## config.mk

```make
export PLATFORM = sky130hd
export DESIGN_NAME = aux_relay_function_controller
export DESIGN_NICKNAME = d
export VERILOG_FILES = /design/src/verilog/aux_relay_pkg.sv /design/src/verilog/aux_relay_function_controller.sv /design/src/verilog/aux_level_sync.sv /design/src/verilog/aux_tick_pulse.sv
export VERILOG_INCLUDE_DIRS = /design/src /design/src/verilog
export SDC_FILE = /design/constraint.sdc
export NUM_CORES = 1
export LEC_CHECK = 0
export BUFFER_PORTS_ARGS = -buffer_cell sky130_fd_sc_hd__buf_4
export CAP_MARGIN = 5
export CORE_MARGIN = 2
export CORE_UTILIZATION = 50
export DETAILED_ROUTE_END_ITERATION = 7
export PLACE_DENSITY = 0.78
export SYNTH_ARGS = -nofsm -noshare
export SYNTH_HDL_FRONTEND = slang
export SYNTH_SLANG_ARGS = --single-unit
```

## constraint.sdc

```tcl
create_clock -name ref_clk -period 4.1 [get_ports ref_clk]
set_input_delay 0.41 -clock ref_clk [delete_from_list [all_inputs] [get_ports ref_clk]]
set_output_delay 0.41 -clock ref_clk [all_outputs]
set_load 0.01 [all_outputs]
```

## src/verilog/aux_relay_regs.svh

```systemverilog
// Register offsets, field positions, reset values and timing counts of the auxiliary relay
`ifndef AUX_RELAY_REGS_SVH
`define AUX_RELAY_REGS_SVH

`define OFS_CTRL 8'h00
`define OFS_ZONES 8'h04
`define OFS_TIMEOUT 8'h08
`define OFS_ZTYPE 8'h0c
`define OFS_STATUS 8'h10

`define CTRL_FUNC_LSB 0
`define CTRL_FUNC_MSB 2
`define CTRL_ARMDING_BIT 3
`define CTRL_CHIME_BIT 4
`define ZTYPE_Z1_LSB 0
`define ZTYPE_Z1_MSB 4
`define ZTYPE_Z2_LSB 8
`define ZTYPE_Z2_MSB 12

`define RST_FUNC 3'h1
`define RST_ZONES 8'hff
`define RST_TIMEOUT 16'h0000
`define RST_ZTYPE 5'h00

`define ZTYPE_FIRE_A 5'h09
`define ZTYPE_FIRE_B 5'h10

`define SMOKE_RESET_SECS 8'h06
`define BRIEF_PULSE_SECS 8'h01
`define MAINS_RESTORE_SECS 8'h02
`define MAINS_LOSS_HOURS 14400

`endif

```

## src/verilog/aux_relay_pkg.sv

```systemverilog
// Types shared by the auxiliary relay controller
package aux_relay_pkg;
  typedef enum logic [2:0] {
    FN_TROUBLE = 3'b000,
    FN_ALARM_TIMED = 3'b001,
    FN_SMOKE_RESET = 3'b010,
    FN_BATT_SAVER = 3'b011,
    FN_ALARM_LATCHED = 3'b100
  } relay_func_t;

  typedef enum logic [1:0] {
    BS_POWERED = 2'b00,
    BS_SHED = 2'b01,
    BS_RESTORE = 2'b10
  } batt_state_t;
endpackage

```

## src/verilog/aux_relay_function_controller.sv

```systemverilog
// Auxiliary relay controller: function select, alarm, trouble, smoke reset, battery saver
//
// Behaviour
// - functions 1 and 4 energise the relay on alarm of an assigned zone.
// - function 1 holds until timeout expiry or disarm, whichever first.
// - function 4 latches; only the relay-release sequence frees it, not disarm.
// - reset gives function 1, zones 1-8 assigned, no timeout.
// - function 1 only: optional brief pulse for arming and for chime.
// - function 0 energises on zone trouble, system trouble or fire supervisory.
// - function 0 releases only after faults clear and a disarm follows.
// - function 2: second disarm after fire alarm gives six-second relay pulse.
// - function 3: relay on normally, off after four hours mains loss.
// - function 3: relay back on a few seconds after mains returns.
// - zones 1-2 of type 9 or 16 lose power on second disarm.
//
// Implementation choices: the register addresses and the address-and-strobe port.
`include "aux_relay_regs.svh"

module aux_relay_function_controller #(
  parameter int MAINS_LOSS_SECS = `MAINS_LOSS_HOURS
) (
  input wire logic ref_clk,
  input wire logic rst,
  input wire logic [7:0] regAddr,
  input wire logic [31:0] regWrData,
  input wire logic regWr,
  input wire logic regRd,
  output logic [31:0] regRdData,
  input wire logic secTick,
  input wire logic [7:0] zoneAlarm,
  input wire logic fireAlarm,
  input wire logic zoneTrouble,
  input wire logic sysTrouble,
  input wire logic fireSupervisory,
  input wire logic disarmEntry,
  input wire logic relayReleaseEntry,
  input wire logic armEvent,
  input wire logic chimeEvent,
  input wire logic mainsPresentPin,
  output logic relayOn,
  output logic [1:0] zonePowerCut
);

  ////////////////////////////////////////////////////////////////////////////
  // Configuration registers

  logic [2:0] funcSel_r;
  logic armDingEn_r;
  logic chimeEn_r;
  logic [7:0] zoneMask_r;
  logic [15:0] timeoutSecs_r;
  logic [4:0] zone1Type_r;
  logic [4:0] zone2Type_r;

  always_ff @(posedge ref_clk or posedge rst) begin
    if (rst) begin
      funcSel_r <= `RST_FUNC;
      armDingEn_r <= 1'b0;
      chimeEn_r <= 1'b0;
      zoneMask_r <= `RST_ZONES;
      timeoutSecs_r <= `RST_TIMEOUT;
      zone1Type_r <= `RST_ZTYPE;
      zone2Type_r <= `RST_ZTYPE;
    end else if (regWr) begin
      case (regAddr)
        `OFS_CTRL: begin
          funcSel_r <= regWrData[`CTRL_FUNC_MSB:`CTRL_FUNC_LSB];
          armDingEn_r <= regWrData[`CTRL_ARMDING_BIT];
          chimeEn_r <= regWrData[`CTRL_CHIME_BIT];
        end
        `OFS_ZONES: begin
          zoneMask_r <= regWrData[7:0];
        end
        `OFS_TIMEOUT: begin
          timeoutSecs_r <= regWrData[15:0];
        end
        `OFS_ZTYPE: begin
          zone1Type_r <= regWrData[`ZTYPE_Z1_MSB:`ZTYPE_Z1_LSB];
          zone2Type_r <= regWrData[`ZTYPE_Z2_MSB:`ZTYPE_Z2_LSB];
        end
        default: begin
        end
      endcase
    end
  end

  logic isTrouble;
  logic isTimed;
  logic isSmoke;
  logic isBatt;
  logic isLatched;

  assign isTrouble = (funcSel_r == aux_relay_pkg::FN_TROUBLE);
  assign isTimed = (funcSel_r == aux_relay_pkg::FN_ALARM_TIMED);
  assign isSmoke = (funcSel_r == aux_relay_pkg::FN_SMOKE_RESET);
  assign isBatt = (funcSel_r == aux_relay_pkg::FN_BATT_SAVER);
  assign isLatched = (funcSel_r == aux_relay_pkg::FN_ALARM_LATCHED);

  ////////////////////////////////////////////////////////////////////////////
  // Alarm activation, timed and latched

  logic [7:0] zoneAlarmPrev_r;
  logic alarmEvent;
  logic alarmActive_r;
  logic [15:0] alarmSecs_r;
  logic timeoutHit;

  always_ff @(posedge ref_clk or posedge rst) begin
    if (rst) begin
      zoneAlarmPrev_r <= 8'h00;
    end else begin
      zoneAlarmPrev_r <= zoneAlarm;
    end
  end

  // New alarm on any assigned zone
  assign alarmEvent = |(zoneAlarm & ~zoneAlarmPrev_r & zoneMask_r);
  // Zero timeout holds the relay until disarm
  assign timeoutHit = (timeoutSecs_r != 16'h0000) && (alarmSecs_r >= timeoutSecs_r);

  always_ff @(posedge ref_clk or posedge rst) begin
    if (rst) begin
      alarmActive_r <= 1'b0;
    end else if (!(isTimed || isLatched)) begin
      alarmActive_r <= 1'b0;
    end else if (alarmEvent) begin
      alarmActive_r <= 1'b1;
    end else if (isTimed && (disarmEntry || timeoutHit)) begin
      alarmActive_r <= 1'b0;
    end else if (isLatched && relayReleaseEntry) begin
      alarmActive_r <= 1'b0;
    end
  end

  always_ff @(posedge ref_clk or posedge rst) begin
    if (rst) begin
      alarmSecs_r <= 16'h0000;
    end else if (alarmEvent || !alarmActive_r) begin
      alarmSecs_r <= 16'h0000;
    // Count stops at a nonzero limit; with zero timeout it keeps counting and wraps
    end else if (secTick && !timeoutHit) begin
      alarmSecs_r <= alarmSecs_r + 16'h0001;
    end
  end

  ////////////////////////////////////////////////////////////////////////////
  // Brief pulses for arming confirmation and chime

  logic briefStart;
  logic briefActive;

  assign briefStart = isTimed && ((armEvent && armDingEn_r) || (chimeEvent && chimeEn_r));

  aux_tick_pulse briefPulse (
    .ref_clk(ref_clk),
    .rst(rst),
    .secTick(secTick),
    .start(briefStart),
    .lengthSecs(`BRIEF_PULSE_SECS),
    .active(briefActive)
  );

  ////////////////////////////////////////////////////////////////////////////
  // Trouble and supervisory activation

  logic faultNow;
  logic troubleLatch_r;

  assign faultNow = zoneTrouble || sysTrouble || fireSupervisory;

  always_ff @(posedge ref_clk or posedge rst) begin
    if (rst) begin
      troubleLatch_r <= 1'b0;
    end else if (!isTrouble) begin
      troubleLatch_r <= 1'b0;
    end else if (faultNow) begin
      troubleLatch_r <= 1'b1;
    end else if (disarmEntry) begin
      troubleLatch_r <= 1'b0;
    end
  end

  ////////////////////////////////////////////////////////////////////////////
  // Smoke detector reset after a fire alarm

  logic fireSeen_r;
  logic disarmOnce_r;
  logic smokeStart;
  logic smokeActive;

  // Second disarm following a fire alarm starts the power interrupt
  assign smokeStart = fireSeen_r && disarmOnce_r && disarmEntry && !fireAlarm;

  always_ff @(posedge ref_clk or posedge rst) begin
    if (rst) begin
      fireSeen_r <= 1'b0;
      disarmOnce_r <= 1'b0;
    end else if (fireAlarm) begin
      fireSeen_r <= 1'b1;
      disarmOnce_r <= 1'b0;
    end else if (smokeStart) begin
      fireSeen_r <= 1'b0;
      disarmOnce_r <= 1'b0;
    end else if (fireSeen_r && disarmEntry) begin
      disarmOnce_r <= 1'b1;
    end
  end

  aux_tick_pulse smokePulse (
    .ref_clk(ref_clk),
    .rst(rst),
    .secTick(secTick),
    .start(smokeStart),
    .lengthSecs(`SMOKE_RESET_SECS),
    .active(smokeActive)
  );

  logic zone1Fire;
  logic zone2Fire;

  assign zone1Fire = (zone1Type_r == `ZTYPE_FIRE_A) || (zone1Type_r == `ZTYPE_FIRE_B);
  assign zone2Fire = (zone2Type_r == `ZTYPE_FIRE_A) || (zone2Type_r == `ZTYPE_FIRE_B);

  always_ff @(posedge ref_clk or posedge rst) begin
    if (rst) begin
      zonePowerCut <= 2'b00;
    end else begin
      // Zone power follows the pulse in every function
      zonePowerCut <= {smokeActive && zone2Fire, smokeActive && zone1Fire};
    end
  end

  ////////////////////////////////////////////////////////////////////////////
  // Battery saver: shed load after long mains loss

  localparam logic [15:0] LOSS_SECS = 16'(MAINS_LOSS_SECS);

  logic mainsPresent;
  aux_relay_pkg::batt_state_t battState_r;
  logic [15:0] lossSecs_r;
  logic [7:0] restoreSecs_r;

  aux_level_sync #(
    .RESET_LEVEL(1'b1)
  ) mainsSync (
    .ref_clk(ref_clk),
    .rst(rst),
    .pinIn(mainsPresentPin),
    .levelOut(mainsPresent)
  );

  always_ff @(posedge ref_clk or posedge rst) begin
    if (rst) begin
      lossSecs_r <= 16'h0000;
    end else if (mainsPresent) begin
      lossSecs_r <= 16'h0000;
    end else if (secTick && lossSecs_r < LOSS_SECS) begin
      lossSecs_r <= lossSecs_r + 16'h0001;
    end
  end

  always_ff @(posedge ref_clk or posedge rst) begin
    if (rst) begin
      battState_r <= aux_relay_pkg::BS_POWERED;
      restoreSecs_r <= 8'h00;
    end else begin
      case (battState_r)
        aux_relay_pkg::BS_POWERED: begin
          if (!mainsPresent && lossSecs_r >= LOSS_SECS) begin
            battState_r <= aux_relay_pkg::BS_SHED;
          end
        end
        aux_relay_pkg::BS_SHED: begin
          if (mainsPresent) begin
            battState_r <= aux_relay_pkg::BS_RESTORE;
            restoreSecs_r <= 8'h00;
          end
        end
        // Mains must stay back a few ticks before the load returns
        aux_relay_pkg::BS_RESTORE: begin
          if (!mainsPresent) begin
            battState_r <= aux_relay_pkg::BS_SHED;
          end else if (restoreSecs_r >= `MAINS_RESTORE_SECS) begin
            battState_r <= aux_relay_pkg::BS_POWERED;
          end else if (secTick) begin
            restoreSecs_r <= restoreSecs_r + 8'h01;
          end
        end
        default: begin
          battState_r <= aux_relay_pkg::BS_POWERED;
        end
      endcase
    end
  end

  ////////////////////////////////////////////////////////////////////////////
  // Relay drive

  logic relayNxt;

  always_comb begin
    case (funcSel_r)
      aux_relay_pkg::FN_TROUBLE: relayNxt = troubleLatch_r;
      aux_relay_pkg::FN_ALARM_TIMED: relayNxt = alarmActive_r || briefActive;
      aux_relay_pkg::FN_SMOKE_RESET: relayNxt = smokeActive;
      aux_relay_pkg::FN_BATT_SAVER: relayNxt = (battState_r == aux_relay_pkg::BS_POWERED);
      aux_relay_pkg::FN_ALARM_LATCHED: relayNxt = alarmActive_r;
      // Functions 5 to 7 leave the relay off
      default: relayNxt = 1'b0;
    endcase
  end

  always_ff @(posedge ref_clk or posedge rst) begin
    if (rst) begin
      relayOn <= 1'b0;
    end else begin
      relayOn <= relayNxt;
    end
  end

  ////////////////////////////////////////////////////////////////////////////
  // Register read port

  always_ff @(posedge ref_clk or posedge rst) begin
    if (rst) begin
      regRdData <= 32'h00000000;
    end else if (regRd) begin
      case (regAddr)
        `OFS_CTRL: regRdData <= {27'h0000000, chimeEn_r, armDingEn_r, funcSel_r};
        `OFS_ZONES: regRdData <= {24'h000000, zoneMask_r};
        `OFS_TIMEOUT: regRdData <= {16'h0000, timeoutSecs_r};
        `OFS_ZTYPE: regRdData <= {19'h00000, zone2Type_r, 3'h0, zone1Type_r};
        // Status is read only; writes to it fall into the default branch
        `OFS_STATUS: regRdData <= {24'h000000, zonePowerCut, smokeActive,
          battState_r == aux_relay_pkg::BS_SHED, mainsPresent, troubleLatch_r, alarmActive_r, relayOn};
        default: regRdData <= 32'h00000000;
      endcase
    end else begin
      regRdData <= 32'h00000000;
    end
  end

endmodule

```

## src/verilog/aux_level_sync.sv

```systemverilog
// Three-stage synchroniser that accepts a change once the last two stages agree
module aux_level_sync #(
  parameter logic RESET_LEVEL = 1'b0
) (
  input wire logic ref_clk,
  input wire logic rst,
  input wire logic pinIn,
  output logic levelOut
);
  logic stage1_r;
  logic stage2_r;
  logic stage3_r;

  always_ff @(posedge ref_clk or posedge rst) begin
    if (rst) begin
      stage1_r <= RESET_LEVEL;
      stage2_r <= RESET_LEVEL;
      stage3_r <= RESET_LEVEL;
    end else begin
      stage1_r <= pinIn;
      stage2_r <= stage1_r;
      stage3_r <= stage2_r;
    end
  end

  always_ff @(posedge ref_clk or posedge rst) begin
    if (rst) begin
      levelOut <= RESET_LEVEL;
    end else if (stage2_r == stage3_r) begin
      levelOut <= stage3_r;
    end
  end
endmodule

```

## src/verilog/aux_tick_pulse.sv

```systemverilog
// Retriggerable pulse that lasts a given number of one-second ticks
module aux_tick_pulse (
  input wire logic ref_clk,
  input wire logic rst,
  input wire logic secTick,
  input wire logic start,
  input wire logic [7:0] lengthSecs,
  output logic active
);
  logic [7:0] remain_r;

  always_ff @(posedge ref_clk or posedge rst) begin
    if (rst) begin
      remain_r <= 8'h00;
    end else if (start) begin
      remain_r <= lengthSecs;
    end else if (secTick && remain_r != 8'h00) begin
      remain_r <= remain_r - 8'h01;
    end
  end

  assign active = (remain_r != 8'h00);
endmodule

```

==> run_results.csv, run 1 <==
group,metric,value,unit
route,antenna_left,0,
synth,synth.cell_area,0.00660,sq mm
synth,ys.flop_type,"dfrtp_1",
grt,grt_pass1_vias,5144,
clock_tree,post-cts-setup-buffers,0,
power_and_ir_drop,power_switching_share,0.269,
route,drc,0,
placed_design,hpwl,10800,microns
die,io_pins,97,
timing,setup_viol,0,
timing,rsz0062_at_grt,"no",
clock_tree,cts_resized,0,
clock_tree,clk_latency,0.43,ns
power_and_ir_drop,internal-power,2.57,mW
critical_path,arrival,3.20,ns
power_and_ir_drop,seqPwrFrac,0.436,
synth,synth_seq_cells,132,
critical_path,crit_fanout,33,
synth,synth-edff-count,0,
timing,final_hold_viol_count,0,
layout,drive_gt1_frac,0.226,
placed_design,gp_congestion,0.834,
clock_tree,postCtsHoldBufs,0,
critical_path,end_kind,"flip-flop",
run,maxCapViolations,0,
grt,grt_pass1_wl,25300,microns
critical_path,cpPeakStageDelay,0.60,ns
power_and_ir_drop,peakVddDrop,0.455,mV
critical_path,path_buf_inv,0,
critical_path,worst-r2r-setup-slack,1.23,ns
placed_design,portBuffers,64,
timing,relSlewSlack,0.295,
run_status,status,"completed",
die,rows,41,
timing,tightest_slew,1.06,ns
clock_tree,cts_tree,"done",
layout,num_antenna_cells,0,
min_path,hp-class,"in2reg",
power_and_ir_drop,p_comb_frac,0.129,
synth,yosys_warnings,0,
power_and_ir_drop,clock_power_share,0.436,
synth,synth_cells,608,
grt,grt_use_total,0.228,
die,die-area,0.0141,sq mm
critical_path,critPathRequiredTime,4.43,ns
route,viasPerCell,5.92,
die,start_util,0.516,
timing,fin_worst_skew,0.00631,ns
synth,syn_avg_cell_area,10.8,sq um
critical_path,critPathLaunchType,"flip-flop",
route,routed_wl,15400,microns
clock_tree,cts_inserted_buffers,17,
route,drtIter0Drc,495,
synth,synthArstFlopShare,1.00,
clock_tree,cts_root_buf,"clkbuf_16",
route,routed-via-count,5100,
layout,nets,763,
synth,yosysSeqAreaShare,0.503,
power_and_ir_drop,p_switching,944,uW
clock_tree,clockBufferDepth,2,
route,wl_per_cell,17.9,microns
grt,gr-total-overflow,0,
timing,max_freq,0.348,GHz
route,dr.pass1.iters,6,
grt,grt_max_degree,72,
clock_tree,clkTransAtPathRegs,0.06,ns
critical_path,path_delay_family,"compound AO/OA/AOI/OAI gates",
critical_path,crit_chain,"ha_1 -> nand2b_1 -> a2111oi_2 -> nor3_1 -> o31a_1 -> or4_1 -> a21oi_1",
synth,yosysUniqueCellTypes,72,
power_and_ir_drop,power_density,453,mW/mm^2
layout,area_growth,17.7,%
timing,fin_crit_sh,0.700,
grt,antenna_found_initial,0,
critical_path,slowest_stage,"or4_1",
timing,drv_slew,0,
clock_tree,clock-sinks,132,
timing,fin_crit,2.87,ns
die,fp.dieH,119,microns
die,die_w,119,microns
power_and_ir_drop,leakage,3.55,nW
timing,fin_setup_tns,0,ns
power_and_ir_drop,total_power,3.51,mW
layout,utilization,0.608,
die,coreArea,0.0128,sq mm
critical_path,critPathKind,"reg2reg",
clock_tree,htree_num_levels,4,
-- logic make-up after synthesis --
family | Yosys count | synth area share
AO/OA/AOI/OAI | 108 | 0.115
XOR/XNOR | 24 | 0.0319
adder cells (fa/ha/maj) | 26 | 0.0489
buffers and inverters | 70 | 0.0529
flip-flops | 132 | 0.503
multiplexers | 39 | 0.0723
other | 1 | 0.000568
AND/OR/NAND/NOR | 208 | 0.176
-- area by class of cell --
| type | count | area [sq um] |
|---|---|---|
| inverters | 38 | 145 |
| clock buffers | 21 | 480 |
| clock inverters | 11 | 124 |
| multi-input cells | 421 | 2980 |
| well taps | 172 | 215 |
| repair buffers | 66 | 495 |
| fillers | 997 | 5010 |
| flip-flops and latches | 132 | 3320 |
-- stage by stage --
| step | hold WS [ns] | setup slack, ns | cells | instance area [sq um] |
|---|---|---|---|---|
| after floorplan | 0.345 | 0.185 | 623 | 6650 |
| after global placement | 0.346 | 1.39 | 829 | 7160 |
| after detailed placement | 0.351 | 1.27 | 829 | 7160 |
| after CTS | 0.0774 | 1.25 | 861 | 7760 |
| after global routing | 0.0825 | 1.03 | 861 | 7760 |
| final | 0.0881 | 1.23 | 861 | 7760 |
-- power groups by stage --
stage | combinational (mW) | clock [mW] | sequential (mW)
floorplan | 0.342 | 0 | 1.52
global route | 0.510 | 1.61 | 1.54
global placement | 0.415 | 0 | 1.54
CTS | 0.452 | 1.55 | 1.53
detailed placement | 0.445 | 0 | 1.55
finish | 0.453 | 1.53 | 1.53
-- state kept, by name, indices dropped and copies added, names as in the netlist, 2 cells and up --
register             cells
battState_r              2
regRdData               16
zone2Type_r              5
smokePulse.remain_r      8
timeoutSecs_r           16
funcSel_r                3
zone1Type_r              5
zoneMask_r               8
restoreSecs_r            8
zonePowerCut             2
briefPulse.remain_r      8
lossSecs_r              16
alarmSecs_r             16
zoneAlarmPrev_r          8
-- per-layer routing --
layer | up-vias | GRT usage | wire length (microns)
li1 | 2313 | - | -
met1 | 2540 | 0.283 | 6400
met2 | 205 | 0.377 | 7700
met3 | 42 | 0.0603 | 908
met4 | 0 | 0.0945 | 390
met5 | - | 0 | 0
-- Yosys cell counts (4+ instances only) --
library cell | count | area share
dfrtp_1 | 119 | 0.45
nor2_1 | 57 | 0.032
inv_1 | 37 | 0.021
nand2_1 | 34 | 0.019
a21oi_1 | 27 | 0.020
ha_1 | 25 | 0.047
xnor2_1 | 20 | 0.027
buf_4 | 17 | 0.019
mux2_2 | 16 | 0.027
and3_1 | 14 | 0.013
nand3_1 | 14 | 0.011
dfstp_2 | 13 | 0.052
mux2_1 | 13 | 0.022
nor4_1 | 13 | 0.012
o21ai_0 | 13 | 0.0099
a22oi_1 | 11 | 0.013
nor3_1 | 11 | 0.0083
or4_1 | 11 | 0.013
clkbuf_1 | 10 | 0.0057
mux2_4 | 10 | 0.023
or3_1 | 9 | 0.0085
a222oi_1 | 8 | 0.012
nand4_1 | 8 | 0.0076
o31ai_1 | 7 | 0.0080
a31oi_1 | 5 | 0.0047
and4_1 | 5 | 0.0066
nor2b_1 | 5 | 0.0047
a21o_1 | 4 | 0.0046
xor2_1 | 4 | 0.0053
-- cells in the final DEF, fill, tap and decap left out, drive strengths merged, types with 9 or more instances in the layout --
master,netlist,layout
clkbuf,10,21
o21ai,17,17
a21oi,29,29
nand3,14,14
a22oi,11,11
xnor2,20,20
conb,1,16
and3,14,14
inv,38,40
buf,22,66
nand4,9,9
or3,11,11
dfrtp,119,119
nand2,36,36
nor3,11,11
ha,25,25
mux2,39,39
nor4,16,16
dfstp,13,13
nor2,58,58
or4,11,11
-- path summary, 6_finish.rpt --
path | start | endpoint | depth (start not counted)
min | mainsPresentPin | mainsSync.stage1_r | 1
max reg2reg | timeoutSecs_r[0] | alarmSecs_r[3] | 7
max | timeoutSecs_r[0] | alarmSecs_r[3] | 7
min reg2reg | mainsSync.stage1_r | mainsSync.stage2_r | 0
min in group asynchronous | rst | briefPulse.remain_r[4] | 2
max in group asynchronous | rst | mainsSync.levelOut | 3
(Power assumes the default switching activity.)
==> run 2: changes to the inputs <==
PLACE_DENSITY = 0.75   (was 0.78)
clock period = 2.9 ns   (was 4.1 ns; I/O delays follow)
==> run 2 against run 1 <==
Net effect:
- sequential power is 41% higher
- largest power group unchanged
- highest routed layer unchanged
- first-iteration DRC count is 1.0% higher
- routed wire length is 0.18% higher
- combinational power is 49% higher
==> run_results.csv, run 2 (synthesized netlist as in run 1, its figures left out) <==
group,metric,value,unit
layout,nets,782,
die,die-area,0.0141,sq mm
route,antenna_left,0,
die,coreArea,0.0128,sq mm
die,die_w,119,microns
critical_path,cpPeakStageDelay,0.55,ns
power_and_ir_drop,total_power,4.91,mW
route,top_layer_used,"met4",
grt,grt_use_total,0.232,
critical_path,slowest_stage,"or4_1",
run_status,status,"completed",
timing,final_hold_viol_count,0,
route,drc,0,
critical_path,reg2reg_from,"timeoutSecs_r[7]",
route,drtIter0Drc,500,
power_and_ir_drop,peakVddDrop,0.575,mV
layout,drive_gt1_frac,0.230,
layout,num_antenna_cells,0,
layout,area_growth,20.1,%
critical_path,critPathKind,"reg2reg",
timing,fin_worst_skew,0.0108,ns
route,wl_met1,6480,microns
critical_path,startpoint,"timeoutSecs_r[7]",
critical_path,crit_fanout,29,
power_and_ir_drop,power_density,620,mW/mm^2
timing,fin_crit,2.63,ns
layout,nFillCells,987,
power_and_ir_drop,leakage,3.62,nW
timing,relSlewSlack,0.422,
clock_tree,htree_num_levels,4,
placed_design,hpwl,10700,microns
clock_tree,clk_latency,0.43,ns
grt,grt_max_degree,52,
layout,most-common-layout-cells,"dfrtp_1 (119), buf_4 (74), nor2_1 (57), inv_1 (36), nand2_1 (34)",
critical_path,path_delay_family,"compound AO/OA/AOI/OAI gates",
route,wl_per_cell,17.5,microns
clock_tree,cts_root_buf,"clkbuf_16",
min_path,hold_start,"zoneAlarm[7]",
route,viasPerCell,5.78,
placed_design,gp_congestion,0.841,
die,fp.dieH,119,microns
layout,fin_area,0.00792,sq mm
layout,seqCellArea,0.00332,sq mm
route,routed_wl,15400,microns
clock_tree,cts_tree,"done",
critical_path,crit_chain,"inv_1 -> ha_1 -> and3_1 -> a221oi_1 -> nor2_1 -> o31a_2 -> or4_1 -> a21oi_1",
grt,antenna_found_initial,0,
die,start_util,0.516,
route,wl_met2,7810,microns
critical_path,arrival,2.98,ns
critical_path,critPathLaunchType,"flip-flop",
timing,setup_viol,0,
clock_tree,clockBufferDepth,2,
placed_design,place_area,0.00726,sq mm
critical_path,critPathRequiredTime,3.24,ns
timing,fin_crit_sh,0.908,
timing,fin_setup_tns,0,ns
placed_design,dpl.cell_count,839,
timing,drv_slew,0,
grt,grt_pass1_wl,26100,microns
route,dr.pass1.iters,5,
route,dr_wl_met3,904,microns
route,routed-via-count,5083,
clock_tree,clock-sinks,132,
timing,max_freq,0.380,GHz
run,maxCapViolations,0,
clock_tree,cts_inserted_buffers,17,
grt,grt_pass1_vias,5284,
placed_design,portBuffers,64,
layout,multiInputGateArea,0.00299,sq mm
clock_tree,clkTransAtPathRegs,0.05,ns
timing,rsz0062_at_grt,"no",
die,io_pins,97,
grt,gr-total-overflow,0,
critical_path,path_buf_inv,1,
min_path,hp-class,"in2reg",
timing,tightest_slew,0.865,ns
die,rows,41,
layout,layout_commonest_cell,"dfrtp_1",
critical_path,end_kind,"flip-flop",
layout,instances_no_fill,880,
-- run 2: changes by cell type in the layout (fill, tap and decap cells not counted) --
cell | previous run | this run
dlygate4sd3_1 | 0 | 9
buf_12 | 0 | 2
o31a_1 | 1 | 0
bufinv_16 | 2 | 1
clkinv_2 | 3 | 2
o31a_2 | 0 | 1
buf_4 | 66 | 74
inv_6 | 2 | 1
inv_4 | 1 | 0
clkbuf_1 | 0 | 4
-- run 2: timing repair --
item / 4_1_cts / 5_1_grt
endpoints found under the hold margin: 18 / 0
buffers inserted: 0 / 0
endpoints found under the setup margin: 0 / 8
hold buffers: 9 / 0
gates resized for setup: 0 / 1
-- run 2: path summary, 6_finish.rpt --
path                       depth (start not counted)  slack, ns                      to
max reg2reg                                        8       0.27         alarmSecs_r[14]
max in group asynchronous                          4       1.62           zoneMask_r[7]
max                                                8       0.27         alarmSecs_r[14]
min in group asynchronous                          3       0.53  briefPulse.remain_r[0]
min reg2reg                                        0       0.35      mainsSync.stage2_r
min                                                1       0.01      zoneAlarmPrev_r[7]
-- run 2: where the power goes --
| part | leakage (nW) | switching (mW) | internal (mW) | total, mW |
|---|---|---|---|---|
| Combinational | 1.63 | 0.381 | 0.296 | 0.677 |
| Clock | 0.274 | 0.804 | 1.27 | 2.07 |
| Sequential | 1.72 | 0.148 | 2.01 | 2.16 |
-- run 2: metrics by stage --
stage | util | setup WS [ns] | hold slack (ns)
final | 0.620 | 0.266 | 0.0103
after CTS | 0.620 | 0.190 | 0.0148
after floorplan | - | 0.590 | 0.294
after global routing | 0.620 | 0.0639 | 0.0140
after detailed placement | 0.568 | 0.194 | 0.347
after global placement | 0.568 | 0.292 | 0.347
-- run 2: final cells by class --
| class | count | area share |
|---|---|---|
| Sequential cell | 132 | 0.419 |
| Multi-Input combinational cell | 421 | 0.377 |
| Timing Repair Buffer | 85 | 0.0866 |
| Clock buffer | 25 | 0.0626 |
| Tap cell | 172 | 0.0272 |
| Inverter | 38 | 0.0185 |
| Clock inverter | 7 | 0.00916 |
-- run 2: routing by layer --
metal | vias to the layer above | global-route usage
li1 | 2353 | -
met1 | 2545 | 0.287
met2 | 157 | 0.398
met3 | 28 | 0.0651
met4 | 0 | 0.0677
met5 | - | 0
